`config.mk`:
```
export PLATFORM = sky130hd
export DESIGN_NAME = microstep_angle_position_pwm
export DESIGN_NICKNAME = d
export VERILOG_FILES = /design/src/design/msp_pkg.sv /design/src/design/half_bridge_bbm.sv /design/src/design/microstep_angle_position_pwm.sv
export SDC_FILE = /design/constraint.sdc
export NUM_CORES = 1
export LEC_CHECK = 0
export BUFFER_PORTS_ARGS = -buffer_cell sky130_fd_sc_hd__buf_2
export CAP_MARGIN = 20
export CORE_UTILIZATION = 65
export CTS_CLUSTER_SIZE = 40
export DETAILED_ROUTE_END_ITERATION = 10
export PLACE_DENSITY = 0.83
export SETUP_SLACK_MARGIN = 0.05
export SYNTH_ARGS = -nofsm -noshare
export SYNTH_HDL_FRONTEND = slang
export SYNTH_HIERARCHICAL = 1
export SYNTH_SLANG_ARGS = --single-unit
```
`constraint.sdc`:
```
create_clock -name clk_in -period 14.9 [get_ports clk_in]
set_clock_uncertainty 0.05 [all_clocks]
set_input_delay 3.725 -clock clk_in [delete_from_list [all_inputs] [get_ports clk_in]]
set_output_delay 3.725 -clock clk_in [all_outputs]
set_load 0.01 [all_outputs]
```
`src/design/msp_pkg.sv`:
```
/*
 Package: register map, field layout, timing and carrier types of the
 micro-step angle, position and PWM block.
 Assumes a single 200 MHz system clock and an SPI host on four pins.
*/
package msp_pkg;
    // ----------------------------------------------------------------
    // Register offsets
    // ----------------------------------------------------------------
    localparam logic [6:0] ADR_POS_LO   = 7'h00;
    localparam logic [6:0] ADR_POS_HI   = 7'h01;
    localparam logic [6:0] ADR_POS_INC  = 7'h02;
    localparam logic [6:0] ADR_PHI_FRAC = 7'h03;
    localparam logic [6:0] ADR_PHI_INT  = 7'h04;
    localparam logic [6:0] ADR_PWM_AMP  = 7'h06;
    localparam logic [6:0] ADR_PWM_FRQ  = 7'h07;
    localparam logic [6:0] ADR_CTRL     = 7'h08;
    localparam logic [6:0] ADR_CHIP_ID  = 7'h0F;
    // ----------------------------------------------------------------
    // Field positions and reset values
    // ----------------------------------------------------------------
    localparam int AMP_LSB  = 0;    // Signed amplitude, 9 bits
    localparam int SUBF_LSB = 9;    // Sub-modulation fraction, 4 bits
    localparam int SUBM_BIT = 16;   // Sub-modulation enable
    localparam int OFS_LSB  = 17;   // Duty offset, 7 bits
    localparam int BBM_LSB  = 0;    // Dead time setting, 4 bits
    localparam int FDIV_LSB = 8;    // Frequency divider, 4 bits
    localparam int SLD_LSB  = 16;   // Slow decay shift, 3 bits
    localparam int PH3_BIT  = 0;    // Three-phase motor select
    localparam int LOAD_BIT = 2;    // Angle load command
    localparam logic [23:0] REG_RESET = 24'h000000;
    localparam logic [7:0]  CHIP_TYPE    = 8'hA5;  // Arbitrary value
    localparam logic [7:0]  CHIP_VERSION = 8'h01;  // Arbitrary value
    // ----------------------------------------------------------------
    // Timing
    // ----------------------------------------------------------------
    localparam int CLK_PERIOD_NS = 5;
    localparam int PWM_STEPS     = 1024;
    localparam int BBM_MAX       = 15;
    localparam int SPI_BITS      = 32;
    // ----------------------------------------------------------------
    // Carrier
    // ----------------------------------------------------------------
    typedef struct packed {
        logic signed [8:0] amp;
        logic [3:0]        sub_frac;
        logic              sub_en;
        logic [6:0]        offset;
        logic [3:0]        bbm_dly;
        logic [3:0]        fdiv;
        logic [2:0]        slow_decay_setting;
    } pwm_cfg_t;
endpackage : msp_pkg

```
`src/design/half_bridge_bbm.sv`:
```
/*
 One half bridge with break-before-make: both gates stay off for
 dead time + 1 cycles before either turns on.
 Assumes the demand comes from logic on the same clock.
*/
`timescale 1ns/1ps
`default_nettype none
module half_bridge_bbm
    import msp_pkg::*;
(
    input  wire logic       clk_in,
    input  wire logic       rst_in,
    input  wire logic       demand_in,
    input  wire logic [3:0] bbm_dly_in,
    output logic            gate_hi_out,
    output logic            gate_lo_out
);
    logic [4:0] dead_ff;
    logic       last_ff;

    // ----------------------------------------------------------------
    // Dead time sequencing
    // ----------------------------------------------------------------
    always_ff @(posedge clk_in or posedge rst_in) begin
        if (rst_in) begin
            dead_ff     <= 5'h00;
            last_ff     <= 1'b0;
            gate_hi_out <= 1'b0;
            gate_lo_out <= 1'b0;
        end else if (demand_in != last_ff) begin
            last_ff     <= demand_in;
            gate_hi_out <= 1'b0;
            gate_lo_out <= 1'b0;
            dead_ff     <= {1'b0, bbm_dly_in} + 5'h01;
        end else if (dead_ff > 5'h01) begin
            dead_ff <= dead_ff - 5'h01;
        end else begin
            dead_ff     <= 5'h00;
            gate_hi_out <= last_ff;
            gate_lo_out <= ~last_ff;
        end
    end

    // ----------------------------------------------------------------
    // Checks
    // ----------------------------------------------------------------
    logic [4:0] off_cnt_ff;
    always_ff @(posedge clk_in or posedge rst_in) begin
        if (rst_in) begin
            off_cnt_ff <= 5'h00;
        end else if (gate_hi_out || gate_lo_out) begin
            off_cnt_ff <= 5'h00;
        end else if (off_cnt_ff != 5'h1F) begin
            off_cnt_ff <= off_cnt_ff + 5'h01;
        end
    end
endmodule : half_bridge_bbm
`default_nettype wire

```
`src/design/microstep_angle_position_pwm.sv`:
```
/*
 Step-driven position counter, micro-step angle accumulator, PWM duty
 logic and SPI register slave of a micro-step sequencer.
 Assumes step and SPI pins are asynchronous; the sine magnitude comes
 from an outside table on the same clock, indexed by table_index_out.
*/
`timescale 1ns/1ps
`default_nettype none
// How it works
// - Each step adds increment to position, except a step in the same cycle as a position write
// - Each step adds integer plus fraction width, except a step in the same cycle as an angle load
// - Top ten angle bits index sine table
// - Period spans four or six full steps
// - Fraction carried, only integer indexes table
// - PWM period 1024 times divider plus one
// - Dead time lasts setting plus one cycles
// - Signed amplitude sets magnitude and polarity
// - Sub-modulation dithers amplitude for finer resolution
// - Offset added to sine duty values
// - Slow decay shrinks duty after polarity change
// - Four-byte datagrams, bit seven marks write
// - Identity read returns type and version
module microstep_angle_position_pwm
    import msp_pkg::*;
(
    input  wire logic       clk_in,
    input  wire logic       rst_in,
    input  wire logic       step_in,
    input  wire logic       spi_sck_in,
    input  wire logic       spi_cs_n_in,
    input  wire logic       spi_mosi_in,
    input  wire logic [8:0] sine_value_in,
    output logic            spi_miso_out,
    output logic [9:0]      table_index_out,
    output logic [2:0]      full_step_out,
    output logic            bridge_a_hi_out,
    output logic            bridge_a_lo_out,
    output logic            bridge_b_hi_out,
    output logic            bridge_b_lo_out
);
    // ----------------------------------------------------------------
    // Pin synchronisers
    // ----------------------------------------------------------------
    logic [2:0] step_s_ff, sck_s_ff, cs_n_s_ff;
    logic [1:0] mosi_s_ff;
    always_ff @(posedge clk_in or posedge rst_in) begin
        if (rst_in) begin
            step_s_ff <= 3'h0;
            sck_s_ff  <= 3'h0;
            cs_n_s_ff <= 3'h7;
            mosi_s_ff <= 2'h0;
        end else begin
            step_s_ff <= {step_s_ff[1:0], step_in};
            sck_s_ff  <= {sck_s_ff[1:0], spi_sck_in};
            cs_n_s_ff <= {cs_n_s_ff[1:0], spi_cs_n_in};
            mosi_s_ff <= {mosi_s_ff[0], spi_mosi_in};
        end
    end
    logic step_evt, sck_rise, sck_fall, cs_start, cs_end, sel;
    assign step_evt = step_s_ff[1] & ~step_s_ff[2];
    assign sck_rise = sck_s_ff[1] & ~sck_s_ff[2];
    assign sck_fall = ~sck_s_ff[1] & sck_s_ff[2];
    assign cs_start = ~cs_n_s_ff[1] & cs_n_s_ff[2];
    assign cs_end   = cs_n_s_ff[1] & ~cs_n_s_ff[2];
    assign sel      = ~cs_n_s_ff[1];

    // ----------------------------------------------------------------
    // SPI datagram engine
    // ----------------------------------------------------------------
    logic [31:0] rx_ff;
    logic [5:0]  bit_cnt_ff;
    logic [23:0] tx_ff;
    logic [23:0] rd_data;
    logic [6:0]  rd_addr;
    logic        wr_evt;
    logic [23:0] pos_inc_ff, phi_frac_ff, phi_int_ff, amp_reg_ff, frq_reg_ff;
    logic        ph3_ff;
    logic [31:0] pos_ff;

    assign rd_addr = rx_ff[6:0];
    assign wr_evt  = cs_end && bit_cnt_ff == 6'(SPI_BITS) && rx_ff[31];

    always_comb begin
        case (rd_addr)
            ADR_POS_LO:   rd_data = pos_ff[23:0];
            ADR_POS_HI:   rd_data = {16'h0000, pos_ff[31:24]};
            ADR_POS_INC:  rd_data = pos_inc_ff;
            ADR_PHI_FRAC: rd_data = phi_frac_ff;
            ADR_PHI_INT:  rd_data = phi_int_ff;
            ADR_PWM_AMP:  rd_data = amp_reg_ff;
            ADR_PWM_FRQ:  rd_data = frq_reg_ff;
            ADR_CTRL:     rd_data = {23'h000000, ph3_ff};
            ADR_CHIP_ID:  rd_data = {CHIP_TYPE, CHIP_VERSION, 8'h00};
            default:      rd_data = 24'h000000;
        endcase
    end

    always_ff @(posedge clk_in or posedge rst_in) begin
        if (rst_in) begin
            rx_ff      <= 32'h00000000;
            bit_cnt_ff <= 6'h00;
        end else if (cs_start) begin
            bit_cnt_ff <= 6'h00;
        end else if (sel && sck_rise && bit_cnt_ff != 6'(SPI_BITS)) begin
            rx_ff      <= {rx_ff[30:0], mosi_s_ff[1]};
            bit_cnt_ff <= bit_cnt_ff + 6'h01;
        end
    end

    // Reply byte 0 is zero; data follows only for a read address
    always_ff @(posedge clk_in or posedge rst_in) begin
        if (rst_in) begin
            tx_ff        <= 24'h000000;
            spi_miso_out <= 1'b0;
        end else if (cs_start) begin
            tx_ff        <= 24'h000000;
            spi_miso_out <= 1'b0;
        end else if (sel && bit_cnt_ff == 6'h08 && sck_fall) begin
            spi_miso_out <= tx_ff[23];
            tx_ff        <= {tx_ff[22:0], 1'b0};
        end else if (sel && bit_cnt_ff > 6'h08 && sck_fall) begin
            spi_miso_out <= tx_ff[23];
            tx_ff        <= {tx_ff[22:0], 1'b0};
        end else if (bit_cnt_ff == 6'h08 && sck_s_ff[2] && !sck_s_ff[1]) begin
            tx_ff <= tx_ff;
        end else if (bit_cnt_ff == 6'h08 && $bits(rx_ff) == 32 && !rx_ff[7]
                     && sck_s_ff[2] == sck_s_ff[1] && sck_s_ff[1]) begin
            tx_ff <= rd_data;
        end
    end

    // ----------------------------------------------------------------
    // Parameter registers
    // ----------------------------------------------------------------
    logic load_phi;
    assign load_phi = wr_evt && rx_ff[30:24] == ADR_CTRL && rx_ff[LOAD_BIT];
    always_ff @(posedge clk_in or posedge rst_in) begin
        if (rst_in) begin
            pos_inc_ff  <= REG_RESET;
            phi_frac_ff <= REG_RESET;
            phi_int_ff  <= REG_RESET;
            amp_reg_ff  <= REG_RESET;
            frq_reg_ff  <= REG_RESET;
            ph3_ff      <= 1'b0;
        end else if (wr_evt) begin
            case (rx_ff[30:24])
                ADR_POS_INC:  pos_inc_ff  <= rx_ff[23:0];
                ADR_PHI_FRAC: phi_frac_ff <= rx_ff[23:0];
                ADR_PHI_INT:  phi_int_ff  <= rx_ff[23:0];
                ADR_PWM_AMP:  amp_reg_ff  <= rx_ff[23:0];
                ADR_PWM_FRQ:  frq_reg_ff  <= rx_ff[23:0];
                ADR_CTRL:     ph3_ff      <= rx_ff[PH3_BIT];
                default:      ph3_ff      <= ph3_ff;
            endcase
        end
    end
    pwm_cfg_t cfg;
    assign cfg = '{amp: amp_reg_ff[AMP_LSB +: 9], sub_frac: amp_reg_ff[SUBF_LSB +: 4],
                   sub_en: amp_reg_ff[SUBM_BIT], offset: amp_reg_ff[OFS_LSB +: 7],
                   bbm_dly: frq_reg_ff[BBM_LSB +: 4], fdiv: frq_reg_ff[FDIV_LSB +: 4],
                   slow_decay_setting: frq_reg_ff[SLD_LSB +: 3]};

    // ----------------------------------------------------------------
    // Position and angle accumulators
    // ----------------------------------------------------------------
    logic [33:0] phi_ff;
    logic [33:0] phi_step;
    // Upper integer bits beyond ten only alias, so they are dropped
    assign phi_step = {phi_int_ff[9:0], phi_frac_ff};
    always_ff @(posedge clk_in or posedge rst_in) begin
        if (rst_in) begin
            pos_ff <= 32'h00000000;
        end else if (wr_evt && rx_ff[30:24] == ADR_POS_LO) begin
            pos_ff <= {pos_ff[31:24], rx_ff[23:0]};
        end else if (wr_evt && rx_ff[30:24] == ADR_POS_HI) begin
            pos_ff <= {rx_ff[7:0], pos_ff[23:0]};
        end else if (step_evt) begin
            pos_ff <= pos_ff + {{8{pos_inc_ff[23]}}, pos_inc_ff};
        end
    end
    always_ff @(posedge clk_in or posedge rst_in) begin
        if (rst_in) begin
            phi_ff <= 34'h000000000;
        end else if (load_phi) begin
            phi_ff <= phi_step;
        end else if (step_evt) begin
            phi_ff <= phi_ff + phi_step;
        end
    end
    logic [12:0] idx_x6;
    assign idx_x6 = {3'h0, phi_ff[33:24]} * 13'h0006;
    always_ff @(posedge clk_in or posedge rst_in) begin
        if (rst_in) begin
            table_index_out <= 10'h000;
            full_step_out   <= 3'h0;
        end else begin
            table_index_out <= phi_ff[33:24];
            full_step_out   <= ph3_ff ? idx_x6[12:10] : {1'b0, phi_ff[33:32]};
        end
    end

    // ----------------------------------------------------------------
    // PWM timebase
    // ----------------------------------------------------------------
    logic [3:0] div_ff;
    logic [9:0] pwm_cnt_ff;
    logic       pwm_ce, period_end;
    assign pwm_ce     = div_ff == cfg.fdiv;
    assign period_end = pwm_ce && pwm_cnt_ff == 10'(PWM_STEPS - 1);
    always_ff @(posedge clk_in or posedge rst_in) begin
        if (rst_in) begin
            div_ff     <= 4'h0;
            pwm_cnt_ff <= 10'h000;
        end else begin
            div_ff <= pwm_ce ? 4'h0 : div_ff + 4'h1;
            if (pwm_ce) begin
                pwm_cnt_ff <= pwm_cnt_ff + 10'h001;
            end
        end
    end

    // ----------------------------------------------------------------
    // Duty computation, latched at period end to avoid glitches
    // ----------------------------------------------------------------
    logic [3:0]  sub_cnt_ff;
    logic [9:0]  duty_ff;
    logic        pol_ff, decay_ff;
    logic [8:0]  mag, eff;
    logic [17:0] prod;
    logic [10:0] sum;
    logic [9:0]  duty_full;
    assign mag  = cfg.amp[8] ? 9'(-cfg.amp) : cfg.amp;
    assign eff  = mag + {8'h00, cfg.sub_en && sub_cnt_ff < cfg.sub_frac};
    assign prod = sine_value_in * eff;
    assign sum  = {1'b0, prod[17:8]} + {4'h0, cfg.offset};
    assign duty_full = sum[10] ? 10'h3FF : sum[9:0];
    always_ff @(posedge clk_in or posedge rst_in) begin
        if (rst_in) begin
            sub_cnt_ff <= 4'h0;
            duty_ff    <= 10'h000;
            pol_ff     <= 1'b0;
            decay_ff   <= 1'b0;
        end else if (period_end) begin
            sub_cnt_ff <= sub_cnt_ff + 4'h1;
            pol_ff     <= cfg.amp[8];
            decay_ff   <= cfg.amp[8] != pol_ff;
            duty_ff    <= (cfg.amp[8] != pol_ff) ? duty_full >> cfg.slow_decay_setting
                                                  : duty_full;
        end
    end
    logic pwm_on;
    assign pwm_on = pwm_cnt_ff < duty_ff;

    half_bridge_bbm u_bridge_a (
        .clk_in      (clk_in),
        .rst_in      (rst_in),
        .demand_in   (pwm_on & ~pol_ff),
        .bbm_dly_in  (cfg.bbm_dly),
        .gate_hi_out (bridge_a_hi_out),
        .gate_lo_out (bridge_a_lo_out)
    );
    half_bridge_bbm u_bridge_b (
        .clk_in      (clk_in),
        .rst_in      (rst_in),
        .demand_in   (pwm_on & pol_ff),
        .bbm_dly_in  (cfg.bbm_dly),
        .gate_hi_out (bridge_b_hi_out),
        .gate_lo_out (bridge_b_lo_out)
    );

    // ----------------------------------------------------------------
    // Checks
    // ----------------------------------------------------------------
    logic [15:0] gap_ff;
    logic        seen_ff;
    logic [3:0]  fdiv_q_ff;
    // A divider change inside a period makes that period odd, so skip it
    always_ff @(posedge clk_in or posedge rst_in) begin
        if (rst_in) begin
            gap_ff    <= 16'h0000;
            seen_ff   <= 1'b0;
            fdiv_q_ff <= 4'h0;
        end else begin
            fdiv_q_ff <= cfg.fdiv;
            if (period_end) begin
                gap_ff  <= 16'h0000;
                seen_ff <= cfg.fdiv == fdiv_q_ff;
            end else begin
                gap_ff <= gap_ff + 16'h0001;
                if (cfg.fdiv != fdiv_q_ff) begin
                    seen_ff <= 1'b0;
                end
            end
        end
    end
endmodule : microstep_angle_position_pwm
`default_nettype wire

```
==> metrics.md <==
| Metric | Value |
|---|---|
| Layout Cells excl Fill | between 2000 and 3000 |
| Routed wire length | 54900 um |
| Final setup violation count | 0 |
| Post-DP HPWL | roughly 40000 um |
| Part of the power in the clock network | between 40% and 50% |
| Min Tclk post-route | 9.59 ns |
| DRT iter0 DRCs | 1433 |
| Fraction of layout cells with a size suffix above 1 | between 10% and 20% |
| Clock buffer depth | 3 |
| Cts hold-fix bufs | 0 |
| GRT Total Usage | approximately a third |
| Yosys top cell by area | dfrtp_1 |
| WHS | between 0.2 and 0.3 ns |
| Avg Cell Area, Syn | 9.66 um^2 |
| Gates resized, CTS repair | 0 |
| Die Span X | 184 um |
| Net Switching | ~0.0005 W |
| CP endpoint kind | register |
| Die area | roughly 0.034 mm^2 |
| Worst Setup Start Kind | input port |
| Post-synth top area share | between 30% and 40% |
| Antenna-violating nets left | 0 |
| Syn. warnings | 6 |
| TNS Setup | 0 ns |
| Maxcap violations | 0 |
| Worst-path fanout max | 9 |
| RSZ-0062 raised after global routing | no |
| Post-layout util | a little under three quarters |
| Setup bufs post-CTS | 0 |
| Crit path kind | in -> reg |
| H-tree depth | 2 |
| Final net count | 2422 |
| Largest net degree at the start of global routing | between 150 and 200 |
| Area Growth Syn to Fin | 7.55% |
| Leak | around 12 nW |
| Comb power frac | between 7 and 8% |
| Flop pwr share | a little under half |
| Synthesized area | about 0.021 mm^2 |
| Unique masters post-synth | 96 |
| PortBufs | 32 |
| Worst slew pin tran | 1.21 ns |
| Sequential share of the synthesized area | 37.3% |
| Maximum VDD drop | 0.0629 mV |
| Core ar. | between 0.03 and 0.04 mm^2 |
| Slew Viols, Final | 0 |
| Root buf cell | clkbuf_16 |
| Period utilization | ~64% |
| Routed via count | 17200 |
| Cells after DPL | roughly 2600 |
| Cells after Synth | approximately 2200 |
| Drt first pass iters | 5 |
| I/O pins | 33 |
| Worst slew margin | a little under a fifth |
| First-pass GRT wire length | around 90000 um |
| Routed WL per cell | about 21 um |
| Syn_nets | 2430 |
| Post-synth EDFFs | 0 |
| GRT overflow | 0 |
| Sw Ratio | about a quarter |
| # clock sinks | 319 |
| Initial antenna violation count | 0 |
| Register bit count reported by yosys | 319 |
| Status | completed |
| Clk slew on worst S/H paths | 0.06 ns |
| CTS tree | done |
| Critical Path AT | about 9.9 ns |
| Clock Latency Late Sink | around 0.5 ns |
| Area contributors post-synth | dfrtp_1 37%, ha_1 8.5%, mux2_2 8.0% |
| Most instantiated cells after synthesis | 316 x dfrtp_1, 179 x a21oi_1, 178 x nand2_1 |
| FP Rows | 66 |
| CTS Buf Count | 35 |
| P_int | between 0.001 and 0.0015 W |
| Via density | roughly 6.4 |
| Vias in the first global route | approximately 17000 |
| Antenna cell count | 0 |
| Critical path data required time | approximately 15 ns |
| Power density over the cells | between 80 and 90 mW/mm^2 |
| Top-count cell post-synth | dfrtp_1 |
| Placer congestion estimate | slightly below 1 |
| Post-route DRC | 0 |
| Final Hold Vio Count | 0 |
| Asr flop ratio synth | between 90% and 100% |
| Achievable Freq | between 100 and 150 MHz |
| Starting Density | roughly 66% |
| Die Y | roughly 180 um |
| Worst hold path type | reg -> reg |
| Main synth FF type | dfrtp_1 |
[worst paths after layout]
kind / start / to / slack [ns] / depth (start not counted)
max in group asynchronous: rst_in / pwm_cnt_ff[6]$_DFFE_PP0N_ / 9.95 / 3
worst min-delay path: sck_s_ff[0]$_DFF_PP0_ / sck_s_ff[1]$_DFF_PP0_ / 0.29 / 0
min in group asynchronous: rst_in / u_bridge_a/gate_hi_out$_DFFE_PP0P_ / 3.17 / 2
worst max register to register: sub_cnt_ff[1]$_DFFE_PP0P_ / duty_ff[2]$_DFFE_PP0P_ / 5.65 / 38
worst max-delay path: sine_value_in[5] / duty_ff[2]$_DFFE_PP0P_ / 5.31 / 28
worst min register to register: sck_s_ff[0]$_DFF_PP0_ / sck_s_ff[1]$_DFF_PP0_ / 0.29 / 0
[cells by family after synthesis]
group | after synthesis | share of synthesized area (%)
DFF | 319 | 37.3
adders and majority gates | 198 | 13.4
and+or+nand+nor | 613 | 13.9
AOI/OAI and AO/OA | 569 | 17.4
muxes | 183 | 9.52
xor gates and xnor gates | 102 | 4.29
buffers and inverters | 233 | 4.17
[state kept, by name (all words and copies together), names as in the netlist, 4 cells and up]
name                flops
duty_ff                10
frq_reg_ff             24
bit_cnt_ff              6
phi_int_ff             24
sub_cnt_ff              4
rx_ff                  32
u_bridge_a/dead_ff      5
pos_inc_ff             24
u_bridge_b/dead_ff      5
table_index_out        10
phi_ff                 34
div_ff                  4
pos_ff                 32
amp_reg_ff             24
pwm_cnt_ff             10
phi_frac_ff            24
tx_ff                  24
[power groups by stage]
stage | registers, W | logic, W | clock network, W
CTS | 0.000903 | 0.000142 | 0.000841
detailed placement | 0.000918 | 0.000141 | 0
global route | 0.000905 | 0.000154 | 0.000879
finish | 0.000905 | 0.000145 | 0.000833
global placement | 0.000917 | 0.000139 | 0
floorplan | 0.000894 | 0.000104 | 0
[worst max-delay path, cell delays in order]
cell and delay (ns):
buf_2 0.16, nand2_1 0.10, fa_1 0.56, inv_1 0.05, fa_1 0.50, inv_1 0.05
fa_1 0.47, fa_1 0.55, inv_1 0.04, ha_1 0.20, nor3_1 0.16, o21ai_1 0.13
a31oi_2 0.37, nor2b_1 0.08, nor2_1 0.16, nor2b_1 0.08, nor2_1 0.12, xnor2_1 0.14
ha_1 0.26, inv_1 0.09, o21ai_1 0.10, a2111oi_0 0.52, nor2_1 0.16, and4_1 0.25
nor3_1 0.28, a221oi_1 0.16, o32ai_1 0.34, nor2_1 0.10
[through the flow]
| stage | cell area [um^2] | setup slack [ns] | power [W] |
|---|---|---|---|
| 2_1_floorplan | 21400 | 2.76 | 0.000998 |
| 3_3_place_gp | 22000 | 5.03 | 0.00106 |
| 3_5_place_dp | 22000 | 4.85 | 0.00106 |
| 4_1_cts | 23000 | 5.37 | 0.00189 |
| 5_1_grt | 23000 | 4.62 | 0.00194 |
| 6_report | 23000 | 5.31 | 0.00188 |
[cell usage in the layout, fill, tap and decap left out, drive strengths merged, types with 6 or more instances in the layout]
master    n
clkbuf   50
mux2i    26
a21o     49
xor2     35
nand3    60
nor4      8
nor3b     6
or2       7
a31oi    20
mux2    156
buf      51
nor2b    21
o21a     15
o21ai   116
xnor2    67
a22o      7
o211ai    6
ha      146
a211oi   17
dfrtp   316
nor3     47
and2     40
nand4    10
a21oi   181
nand2   178
and3     16
inv     137
nor2    164
o31ai    16
nand3b   11
o21bai   12
fa       52
a22oi    60
a221oi   13
nand2b   19
[layout make-up]
| type | count | area (um^2) |
|---|---|---|
| clock buffers | 50 | 1020 |
| clock inverters | 6 | 58.8 |
| fillers | 2380 | 9420 |
| inverters | 137 | 522 |
| multi-input cells | 1665 | 12600 |
| flip-flops and latches | 319 | 7990 |
| well taps | 442 | 553 |
| repair buffers | 51 | 315 |
[layer usage]
layer / global-route usage (%) / vias to the layer above / wire length, um
li1: - / 7879 / -
met1: 45.1 / 8422 / 22600
met2: 54.0 / 726 / 25700
met3: 4.62 / 135 / 4210
met4: 15.0 / 0 / 2440
met5: 0 / - / 0
(Power assumes the default switching activity.)
